File: config.mk
export PLATFORM = sky130hd
export DESIGN_NAME = cpu_register_set
export DESIGN_NICKNAME = d
export VERILOG_FILES = /design/src/cpu_regs_pkg.sv /design/src/cpu_register_set.sv
export SDC_FILE = /design/constraint.sdc
export NUM_CORES = 2
export LEC_CHECK = 0
export ABC_AREA = 1
export BUFFER_PORTS_ARGS = -buffer_cell sky130_fd_sc_hd__buf_2
export CORE_UTILIZATION = 25
export CTS_BUF_LIST = sky130_fd_sc_hd__clkbuf_4
export DETAILED_ROUTE_END_ITERATION = 7
export GPL_TIMING_DRIVEN = 0
export PLACE_DENSITY = 0.42
export SYNTH_ARGS = -nofsm -noshare
export SYNTH_HDL_FRONTEND = slang
export SYNTH_SLANG_ARGS = --single-unit
File: constraint.sdc
create_clock -name clk_i -period 6.11 [get_ports clk_i]
set_input_delay 0.9165 -clock clk_i [delete_from_list [all_inputs] [get_ports clk_i]]
set_output_delay 0.9165 -clock clk_i [all_outputs]
set_load 0.005 [all_outputs]
File: src/cpu_regs_pkg.sv
package cpu_regs_pkg;

  // ---------------------------------------------------------------
  // Widths and counts
  // ---------------------------------------------------------------
  localparam int DATA_W    = 16;
  localparam int LONG_W    = 32;
  localparam int WIDE_W    = 20;
  localparam int FLAG_W    = 11;
  localparam int BANKS     = 2;
  localparam int DATA_REGS = 4;
  localparam int ADDR_REGS = 2;
  localparam int REG_COUNT = 13;

  // ---------------------------------------------------------------
  // Flag word bit positions
  // ---------------------------------------------------------------
  localparam int FLG_C = 0;
  localparam int FLG_D = 1;
  localparam int FLG_Z = 2;
  localparam int FLG_S = 3;
  localparam int FLG_B = 4;
  localparam int FLG_O = 5;
  localparam int FLG_I = 6;
  localparam int FLG_U = 7;

  // ---------------------------------------------------------------
  // Reset values
  // ---------------------------------------------------------------
  localparam logic [FLAG_W-1:0] FLAG_RST = 11'h000;
  localparam logic [WIDE_W-1:0] PC_RST   = 20'h00000;
  localparam logic [WIDE_W-1:0] VTB_RST  = 20'h00000;
  localparam logic [DATA_W-1:0] WORD_RST = 16'h0000;

  // ---------------------------------------------------------------
  // Memory map
  // ---------------------------------------------------------------
  localparam logic [WIDE_W-1:0] MEM_LO    = 20'h00000;
  localparam logic [WIDE_W-1:0] MEM_HI    = 20'hFFFFF;
  localparam logic [WIDE_W-1:0] VEC_LO    = 20'h0FFDC;
  localparam logic [WIDE_W-1:0] VEC_HI    = 20'h0FFFF;
  localparam logic [WIDE_W:0]   ROM_TOP1  = 21'h010000;
  localparam logic [WIDE_W-1:0] RAM_LO    = 20'h00400;
  localparam logic [WIDE_W-1:0] SFR0_LO   = 20'h00000;
  localparam logic [WIDE_W-1:0] SFR0_HI   = 20'h002FF;
  localparam logic [WIDE_W-1:0] SFR1_LO   = 20'h01300;
  localparam logic [WIDE_W-1:0] SFR1_HI   = 20'h0147F;
  localparam int                ROM_BYTES = 49152;
  localparam int                RAM_BYTES = 2560;

  // ---------------------------------------------------------------
  // APB view: register index times four, last index is the stack alias
  // ---------------------------------------------------------------
  localparam int               APB_AW      = 8;
  localparam logic [APB_AW-1:0] APB_LAST_OFS = 8'h34;

  typedef enum logic [3:0] {
    SEL_DATA0, SEL_DATA1, SEL_DATA2, SEL_DATA3, SEL_ADDR0, SEL_ADDR1, SEL_FRAME,
    SEL_VTB, SEL_PC, SEL_USP, SEL_ISP, SEL_SB, SEL_FLAG, SEL_SP
  } reg_sel_t;

  typedef enum logic [1:0] {SZ_LOW, SZ_HIGH, SZ_WORD, SZ_LONG} size_t;

  typedef enum logic [2:0] {
    RGN_SFR, RGN_RAM, RGN_ROM, RGN_VECTOR, RGN_UNMAPPED
  } region_t;

  typedef struct packed {
    logic              en;
    reg_sel_t          sel;
    size_t             size;
    logic [LONG_W-1:0] data;
  } reg_wr_t;

  typedef struct packed {
    reg_sel_t sel;
    size_t    size;
  } reg_rd_t;

  typedef struct packed {
    logic              en;
    size_t             size;
    logic [LONG_W-1:0] result;
    logic              upd_c;
    logic              carry;
    logic              upd_o;
    logic              overflow;
  } alu_res_t;

  typedef struct packed {
    logic [DATA_REGS-1:0][DATA_W-1:0] data;
    logic [ADDR_REGS-1:0][DATA_W-1:0] addr;
    logic [DATA_W-1:0]                frame;
  } bank_t;

endpackage

File: src/cpu_register_set.sv
// Contract
// RULE1 - Thirteen registers, bank duplicated twice
// RULE2 - Bank flag picks bank zero or one
// RULE3 - Data regs 16-bit, byte halves, paired longs
// RULE4 - Address regs 16-bit, pair upper second
// RULE5 - Frame and static base 16-bit
// RULE6 - Vector table base 20-bit
// RULE7 - Program counter 20-bit
// RULE8 - Stack flag picks user or interrupt pointer
// RULE9 - Flag word 11 bits wide
// RULE10 - Carry captures ALU carry or shift-out
// RULE11 - Writers keep debug flag zero
// RULE12 - Zero flag set on zero result
// RULE13 - Sign flag set on negative result
// RULE14 - Overflow flag set on overflow
// RULE15 - Decoder spans one megabyte space
// RULE16 - Fixed vector table at top region
// RULE17 - Program memory ends at 0FFFFh
// RULE18 - Data memory starts at 00400h
// RULE19 - Peripheral areas decoded as two ranges
// RULE20 - Reset clears bank, stack, debug flags
module cpu_register_set
  import cpu_regs_pkg::*;
#(
  parameter int ROM_SIZE = ROM_BYTES,
  parameter int RAM_SIZE = RAM_BYTES
) (
  input  wire logic              clk_i,
  input  wire logic              rst_n_i,
  input  wire reg_wr_t           wr_i,
  input  wire reg_rd_t           rd_a_i,
  input  wire reg_rd_t           rd_b_i,
  input  wire alu_res_t          alu_i,
  input  wire logic [WIDE_W-1:0] mem_addr_i,
  input  wire logic              psel_i,
  input  wire logic              penable_i,
  input  wire logic              pwrite_i,
  input  wire logic [APB_AW-1:0] paddr_i,
  input  wire logic [LONG_W-1:0] pwdata_i,
  output logic      [LONG_W-1:0] prdata_o,
  output logic                   pready_o,
  output logic                   pslverr_o,
  output logic      [LONG_W-1:0] rd_a_data_o,
  output logic      [LONG_W-1:0] rd_b_data_o,
  output logic      [FLAG_W-1:0] flag_word_o,
  output logic      [WIDE_W-1:0] pc_o,
  output logic      [WIDE_W-1:0] vector_base_o,
  output logic      [DATA_W-1:0] active_sp_o,
  output region_t                region_o
);

  // ---------------------------------------------------------------
  // State
  // ---------------------------------------------------------------
  typedef struct packed {
    bank_t [BANKS-1:0] bank;
    logic [WIDE_W-1:0] vtb;
    logic [WIDE_W-1:0] pc;
    logic [DATA_W-1:0] user_stack_ptr;
    logic [DATA_W-1:0] interrupt_stack_ptr;
    logic [DATA_W-1:0] sb;
    logic [FLAG_W-1:0] cpu_flag_word;
    logic [LONG_W-1:0] rd_a;
    logic [LONG_W-1:0] rd_b;
    logic [LONG_W-1:0] prdata;
    region_t           region;
  } regs_state_t;

  localparam logic [WIDE_W-1:0] ROM_LO = WIDE_W'(ROM_TOP1 - 21'(ROM_SIZE));
  localparam logic [WIDE_W-1:0] RAM_HI = WIDE_W'(21'(RAM_LO) + 21'(RAM_SIZE) - 21'h000001);

  regs_state_t st;
  regs_state_t next_st;

  // ---------------------------------------------------------------
  // Helpers
  // ---------------------------------------------------------------
  function automatic logic [DATA_W-1:0] merge16(logic [DATA_W-1:0] old, size_t sz,
                                                logic [LONG_W-1:0] d);
    logic [DATA_W-1:0] v;
    v = old;
    case (sz)
      SZ_LOW:  v[7:0]  = d[7:0]; // RULE3
      SZ_HIGH: v[15:8] = d[7:0]; // RULE3
      default: v       = d[15:0];
    endcase
    return v;
  endfunction

  function automatic logic [LONG_W-1:0] shape(logic [DATA_W-1:0] lo, logic [DATA_W-1:0] hi,
                                              size_t sz);
    logic [LONG_W-1:0] v;
    case (sz)
      SZ_LOW:  v = {24'h000000, lo[7:0]};
      SZ_HIGH: v = {24'h000000, lo[15:8]};
      SZ_WORD: v = {16'h0000, lo};
      default: v = {hi, lo}; // RULE3 RULE4
    endcase
    return v;
  endfunction

  function automatic logic [LONG_W-1:0] read_reg(regs_state_t s, reg_sel_t sel, size_t sz);
    bank_t             bk;
    logic [LONG_W-1:0] v;
    bk = s.bank[s.cpu_flag_word[FLG_B]]; // RULE2
    case (sel)
      SEL_DATA0: v = shape(bk.data[0], bk.data[2], sz); // RULE3
      SEL_DATA1: v = shape(bk.data[1], bk.data[3], sz); // RULE3
      SEL_DATA2: v = shape(bk.data[2], WORD_RST, (sz == SZ_LONG) ? SZ_WORD : sz);
      SEL_DATA3: v = shape(bk.data[3], WORD_RST, (sz == SZ_LONG) ? SZ_WORD : sz);
      SEL_ADDR0: v = shape(bk.addr[0], bk.addr[1], sz); // RULE4
      SEL_ADDR1: v = shape(bk.addr[1], WORD_RST, (sz == SZ_LONG) ? SZ_WORD : sz);
      SEL_FRAME: v = {16'h0000, bk.frame}; // RULE5
      SEL_VTB:   v = {12'h000, s.vtb}; // RULE6
      SEL_PC:    v = {12'h000, s.pc}; // RULE7
      SEL_USP:   v = {16'h0000, s.user_stack_ptr};
      SEL_ISP:   v = {16'h0000, s.interrupt_stack_ptr};
      SEL_SB:    v = {16'h0000, s.sb}; // RULE5
      SEL_FLAG:  v = {21'h000000, s.cpu_flag_word}; // RULE9
      SEL_SP:    v = {16'h0000, s.cpu_flag_word[FLG_U] ? s.user_stack_ptr : s.interrupt_stack_ptr}; // RULE8
      default:   v = 32'h00000000;
    endcase
    return v;
  endfunction

  function automatic regs_state_t write_reg(regs_state_t s, reg_sel_t sel, size_t sz,
                                            logic [LONG_W-1:0] d);
    regs_state_t r;
    logic        b;
    r = s;
    b = s.cpu_flag_word[FLG_B]; // RULE2
    case (sel)
      SEL_DATA0, SEL_DATA1: begin
        r.bank[b].data[sel[0]] = merge16(s.bank[b].data[sel[0]], sz, d); // RULE3
        if (sz == SZ_LONG) begin
          r.bank[b].data[2 + int'(sel[0])] = d[31:16]; // RULE3
        end
      end
      SEL_DATA2, SEL_DATA3: begin
        r.bank[b].data[2 + int'(sel[0])] = merge16(s.bank[b].data[2 + int'(sel[0])], sz, d);
      end
      SEL_ADDR0: begin
        r.bank[b].addr[0] = merge16(s.bank[b].addr[0], sz, d); // RULE4
        if (sz == SZ_LONG) begin
          r.bank[b].addr[1] = d[31:16]; // RULE4
        end
      end
      SEL_ADDR1: r.bank[b].addr[1] = merge16(s.bank[b].addr[1], sz, d);
      SEL_FRAME: r.bank[b].frame = merge16(s.bank[b].frame, sz, d); // RULE5
      SEL_VTB:   r.vtb = d[WIDE_W-1:0]; // RULE6
      SEL_PC:    r.pc = d[WIDE_W-1:0]; // RULE7
      SEL_USP:   r.user_stack_ptr = merge16(s.user_stack_ptr, sz, d);
      SEL_ISP:   r.interrupt_stack_ptr = merge16(s.interrupt_stack_ptr, sz, d);
      SEL_SB:    r.sb = merge16(s.sb, sz, d); // RULE5
      SEL_FLAG: begin
        r.cpu_flag_word        = d[FLAG_W-1:0]; // RULE9
        r.cpu_flag_word[FLG_D] = 1'b0; // RULE11
      end
      SEL_SP: begin
        if (s.cpu_flag_word[FLG_U]) begin // RULE8
          r.user_stack_ptr = merge16(s.user_stack_ptr, sz, d);
        end else begin
          r.interrupt_stack_ptr = merge16(s.interrupt_stack_ptr, sz, d);
        end
      end
      default: r = s;
    endcase
    return r;
  endfunction

  function automatic logic res_zero(logic [LONG_W-1:0] res, size_t sz);
    case (sz)
      SZ_LOW, SZ_HIGH: return res[7:0] == 8'h00;
      SZ_WORD:         return res[15:0] == 16'h0000;
      default:         return res == 32'h00000000;
    endcase
  endfunction

  function automatic logic res_neg(logic [LONG_W-1:0] res, size_t sz);
    case (sz)
      SZ_LOW, SZ_HIGH: return res[7];
      SZ_WORD:         return res[15];
      default:         return res[31];
    endcase
  endfunction

  function automatic region_t decode(logic [WIDE_W-1:0] a);
    // Vector table sits inside program memory, so it is checked first
    if (a >= VEC_LO && a <= VEC_HI) begin // RULE16
      return RGN_VECTOR;
    end else if ((a >= SFR0_LO && a <= SFR0_HI) || (a >= SFR1_LO && a <= SFR1_HI)) begin
      return RGN_SFR; // RULE19
    end else if (a >= RAM_LO && a <= RAM_HI) begin // RULE18
      return RGN_RAM;
    end else if (a >= ROM_LO && a <= VEC_HI) begin // RULE17
      return RGN_ROM;
    end else begin
      return RGN_UNMAPPED; // RULE15
    end
  endfunction

  // ---------------------------------------------------------------
  // APB decode
  // ---------------------------------------------------------------
  logic apb_hit;
  logic apb_setup;
  logic apb_write;

  assign apb_hit   = (paddr_i[1:0] == 2'b00) && (paddr_i <= APB_LAST_OFS);
  assign apb_setup = psel_i && !penable_i;
  // Core writes own the register file; bus access waits while one is pending
  assign pready_o  = !wr_i.en;
  assign pslverr_o = psel_i && penable_i && !apb_hit;
  assign apb_write = psel_i && penable_i && pwrite_i && apb_hit && pready_o;

  // ---------------------------------------------------------------
  // Next state
  // ---------------------------------------------------------------
  always_comb begin
    next_st = st;
    if (apb_write) begin
      next_st = write_reg(next_st, reg_sel_t'(paddr_i[5:2]), SZ_LONG, pwdata_i);
    end
    if (wr_i.en) begin
      next_st = write_reg(next_st, wr_i.sel, wr_i.size, wr_i.data);
    end
    // Core flag-word write takes precedence over ALU flag results; ALU results override a bus write
    if (alu_i.en && !(wr_i.en && wr_i.sel == SEL_FLAG)) begin
      next_st.cpu_flag_word[FLG_Z] = res_zero(alu_i.result, alu_i.size); // RULE12
      next_st.cpu_flag_word[FLG_S] = res_neg(alu_i.result, alu_i.size); // RULE13
      if (alu_i.upd_c) begin
        next_st.cpu_flag_word[FLG_C] = alu_i.carry; // RULE10
      end
      if (alu_i.upd_o) begin
        next_st.cpu_flag_word[FLG_O] = alu_i.overflow; // RULE14
      end
    end
    next_st.rd_a   = read_reg(st, rd_a_i.sel, rd_a_i.size);
    next_st.rd_b   = read_reg(st, rd_b_i.sel, rd_b_i.size);
    next_st.region = decode(mem_addr_i);
    if (apb_setup) begin
      next_st.prdata = apb_hit ? read_reg(st, reg_sel_t'(paddr_i[5:2]), SZ_LONG)
                               : 32'h00000000;
    end
  end

  // ---------------------------------------------------------------
  // Registers
  // ---------------------------------------------------------------
  always_ff @(posedge clk_i or negedge rst_n_i) begin
    if (!rst_n_i) begin
      for (int i = 0; i < BANKS; i++) begin // RULE1
        st.bank[i] <= '0;
      end
      st.vtb    <= VTB_RST;
      st.pc     <= PC_RST;
      st.user_stack_ptr    <= WORD_RST;
      st.interrupt_stack_ptr    <= WORD_RST;
      st.sb     <= WORD_RST;
      st.cpu_flag_word    <= FLAG_RST; // RULE20
      st.rd_a   <= 32'h00000000;
      st.rd_b   <= 32'h00000000;
      st.prdata <= 32'h00000000;
      st.region <= RGN_SFR;
    end else begin
      st <= next_st;
    end
  end

  assign prdata_o      = st.prdata;
  assign rd_a_data_o   = st.rd_a;
  assign rd_b_data_o   = st.rd_b;
  assign flag_word_o   = st.cpu_flag_word;
  assign pc_o          = st.pc;
  assign vector_base_o = st.vtb;
  assign active_sp_o   = st.cpu_flag_word[FLG_U] ? st.user_stack_ptr : st.interrupt_stack_ptr; // RULE8
  assign region_o      = st.region;

endmodule

[After elaboration in Yosys (flattened, before gate mapping)]
Cells that the tools add are included.
Word-level totals
  register bits after elaboration: 422
  input port bits: 155
  output and inout bits: 168
  word-level logic and storage cells: 306
Cells by class
  add/subtract/negate cells: 2
  $lt $le $gt $ge: 22
  eq/ne operators: 64
  multiplexer cells: 150
  reductions and logical operators: 44
Operators with widths (number)
  $bwmux W224: 14
  $pmux W224 S5: 2
  $pmux W32 S14: 3
  $demux W112 S1: 10
  $mux W422: 2
  $mux W112: 6
  $pmux W32 S3: 6
  $mux W224: 2
  $mux W16: 27
  $pmux W16 S2: 10
  $mux W8: 28
  $mux W80: 2
  $mux W32: 4
  $pmux W8 S2: 8
  $eq A4 B4 Y1 const B: 24
  $mux W48: 2
  $mux W20: 4
  $demux W16 S2: 2
  $eq A4 B3 Y1 const B: 16
  $bmux W16 S2: 1
  $demux W16 S1: 2
  $eq A4 B2 Y1 const B: 8
  $logic_not A32 Y1: 1
  $mux W11: 2
  other kinds (31): 96

[Depth between registers and ports, before layout]
  word-level depth: 24
  mapped depth: 18
  gate-level depth less buffers: 17

[Least setup slack after synthesis]
No wires, ideal clock.
  path kind: input-to-reg
  start: input paddr_i[3]
  end: register st[403] in the netlist's numbering
  setup time: 0.120 ns
  arrival time: 2.595 ns
  data required time: 5.990 ns
  path slack: 3.395 ns
  stages: 16
  buffers on the path: 2
  cell sequence: buf_4 inv_4 nand2_1 nor2_4 nand3_4 nand2_2 nand3_2 inv_1 buf_4 nand2_1 nand3_1 nand2_1 nand2_1 nand2_1 nand2_1 a21oi_1
RTL lines
  start: declaration: RTL line cpu_register_set.sv:38  | input wire logic [APB_AW-1:0] paddr_i,
  end signal: assignment: RTL line cpu_register_set.sv:266  | st <= next_st;
  end: declaration: RTL line cpu_register_set.sv:72  | regs_state_t st;

[Final worst setup path]
  start: register st (netlist bit flag_word_o[4])
  end: register st (netlist bit prdata_o[5])
Between the ends
  cells in the longest elaborated chain, start to end: 5
RTL lines
  $mux W112 (implied by the code) (2 in series): RTL line cpu_register_set.sv:105  | bk = s.bank[s.cpu_flag_word[FLG_B]];
  $pmux W32 S14: RTL line cpu_register_set.sv:106  | case (sel)
  $mux W32: RTL line cpu_register_set.sv:242  | next_st.prdata = apb_hit ? read_reg(st, reg_sel_t'(paddr_i[5:2]), SZ_LONG)
  $mux W32: RTL line cpu_register_set.sv:241  | if (apb_setup) begin
Every way passes these cells. The select of a mux whose other input is x is not followed.

==> results.md <==
- Failing checks: max-capacitance violations, max-slew violations
- DR vias: 50200
- Largest net degree at the start of global routing: 105
- Global-route wire length before repair: 426 mm
- Reg area: 0.0106 mm²
- Initial antenna violation count: 45
- Die area: 0.149 mm²
- Maximum clock path buffer count: 3
- Synth top area share: 28.6%
- H-tree levels: 4
- Drt wl/cell: 37.7 µm
- Commonest cells in the netlist: nand2_1, o21ai_0, inv_1
- Startpoint types: flip-flop
- Dominant synthesized flop cell: dfrtp_1
- Pins over their slew limit: 38
- Worst path required time: 7.20 ns
- # rows: 140
- Post-CTS setup buffer count: 0
- Syn avg cell area: 6.05 µm²
- Area leader, netlist: dfrtp_1
- Clock transition at path regs: 0.08 ns
- DR iter-0 viols: 7066
- Period utilization: 96.6%
- DRC viols: 0
- RePlAce Congestion: 1.05
- Grt total ovfl: 0
- CP endpoint kind: flip-flop
- Worst R2R Setup Slack: 0.21 ns
- Clk root buf: clkbuf_4
- Maximum vdd drop: 0.187 mV
- Total GRT Usage: 42.7%
- Area of the multi-input gates: 0.0210 mm²
- Synth unique cells: 55
- Yosys warns: 0
- Post-synth ARST share: 100%
- Max-cap violations: 13
- Maximum clock rate: 170 MHz
- RSZ-0062 raised after global routing: no
- Post-layout net count: 6769
- Filler cells: 17000
- Part of the Yosys area used for sequential elements: 28.6%
- Mapped cell area: 0.0369 mm²
- Width of the die: 386 µm
- CTS Buf Count: 145
- Cells after synthesis: 6101
- Post-synth net total: 6256
- CTS sink count: 422
- Post-route setup TNS: 0 ns
- Post-detail-place hpwl: 258 mm
- Arrival time at the worst endpoint: 6.99 ns
- Finished Layout Cells: 8654
- Placed insts: 8362
- Outcome: finished, violations left
- Starting Density: 25.2%
- Routed Antenna Nets: 0
- Die H: 386 µm
- Pwr Density: 334 mW/mm²
- Vias in the first global route: 46100
- Slew @ Worst Pin: 1.60 ns
- Core Area: 0.146 mm²
- Slew headroom: -7.72%
- IO Count: 323
- Count leader, synth: nand2_1
- WS Path Type: reg2reg
- Hold crit path type: in2reg
- Critical Path Fanout Max: 10
- Layout cells sized above 1: 14.7%
- Final setup vio count: 0
- Period minus WS final: 5.90 ns
- Clock Skew: 0.0713 ns
- EDFF count, synth: 0
- Aggregate routed wire length: 326 mm
- Vias per cell: 5.80
- Final Util: 29.8%
- Leak pwr: 0.0214 µW
- Clk_lat worst skew: 1.26 ns
- TritonCTS clock tree: done
- Final Hold Violating Endpoints: 0
- FF+latch count, synth: 422
- Area growth, synth to finish: 18.2%
- Port buffer count: 304
- Ranking of synthesized cells by area: dfrtp_1, nand2_1, o21ai_0
- Drt pass-1 iters: 7
critical path, cell delays in order, from the launching register on:
cell and delay [ns]:
dfrtp_1 0.68, buf_4 0.26, buf_2 0.34, buf_2 0.36
clkbuf_1 1.01, o21ai_0 0.84, inv_1 0.26, o22ai_1 0.13
nor3_1 1.16, nand3_1 0.43, nand2_1 0.17, nand2_1 0.06
worst paths after layout:
| check | from | to | cells after the start |
|---|---|---|---|
| hold reg to reg | prdata_o[2] | prdata_o[2] | 2 |
| setup reg to reg | flag_word_o[4] | prdata_o[5] | 11 |
| setup / recovery | flag_word_o[4] | prdata_o[5] | 11 |
| min in group asynchronous | rst_n_i | flag_word_o[10] | 2 |
| max in group asynchronous | rst_n_i | st[421] | 4 |
| hold / removal | penable_i | prdata_o[31] | 3 |
cell families after synthesis:
| group | after synthesis | synth area share [%] |
|---|---|---|
| buf+inv | 1225 | 14.6 |
| compound gates | 1775 | 27.1 |
| mux | 2 | 0.0543 |
| flops | 422 | 28.6 |
| simple gates | 2677 | 29.6 |
cell usage in the layout, fill, tap and decap left out, drive strengths merged, types with 2 or more instances in the layout:
| cell type | count |
|---|---|
| buf | 639 |
| o41ai | 3 |
| o31ai | 4 |
| nand3 | 286 |
| clkinvlp | 5 |
| clkbuf | 435 |
| dlygate4sd3 | 21 |
| nor4 | 20 |
| a2111oi | 6 |
| bufinv | 4 |
| mux2i | 2 |
| a31oi | 38 |
| nor3 | 12 |
| a211oi | 9 |
| a221oi | 69 |
| clkinv | 38 |
| diode | 25 |
| a22oi | 40 |
| nor2 | 412 |
| a21oi | 436 |
| nand2 | 1878 |
| o21a | 6 |
| o211ai | 64 |
| o221ai | 23 |
| inv | 694 |
| o22ai | 197 |
| o21ai | 851 |
| nand4 | 22 |
| a211o | 2 |
| or2 | 43 |
| dfrtp | 422 |
| o2111ai | 23 |
| o21bai | 2 |
report_power, final:
part / internal, µW / switching [µW]
Sequential: 3410 / 603
Clock: 1740 / 1660
Combinational: 1700 / 5440
timing repair:
action	4_1_cts	5_1_grt
resized for setup	0	0
hold endpoints to repair	71	0
hold buffers	21	0
sequential cells by signal, summed over array words and instances (netlist names):
register       flops
vector_base_o     20
rd_b_data_o       32
region_o           3
rd_a_data_o       32
st               272
flag_word_o       11
pc_o              20
prdata_o          32
metrics by stage:
step,setup slack [ns],hold slack (ns),instance area (µm²),total power (µW)
final,0.210,0.101,43600,14600
after global routing,0.651,0.104,43500,15000
after CTS,0.744,0.0357,43500,14200
after detailed placement,0.788,0.501,41400,10800
after global placement,-6.24,0.497,40800,10600
after floorplan,3.40,0.473,36900,6930
metal layers:
| metal | track usage [%] | share of wire (%) | vias to the layer above | wire, µm |
|---|---|---|---|---|
| met1 | 54.2 | 40 | 24600 | 129000 |
| met2 | 62.3 | 42 | 3568 | 135000 |
| met4 | 31.7 | 8.4 | 18 | 27300 |
| li1 | - | - | 21200 | - |
| met3 | 10.7 | 10 | 850 | 33900 |
| met5 | 0 | 0.039 | - | 127 |
area by class of cell:
cell class                      count  share of cell area (%)
Antenna cell                       25                   0.144
Buffer                            518                    6.28
Clock buffer                      211                    3.63
Timing Repair Buffer              366                    5.22
Tap cell                         1917                    5.50
Sequential cell                   422                    24.2
Clock inverter                     34                   0.609
Multi-Input combinational cell   4454                    48.3
Inverter                          707                    6.10
Power figures use the tool's default switching activity.
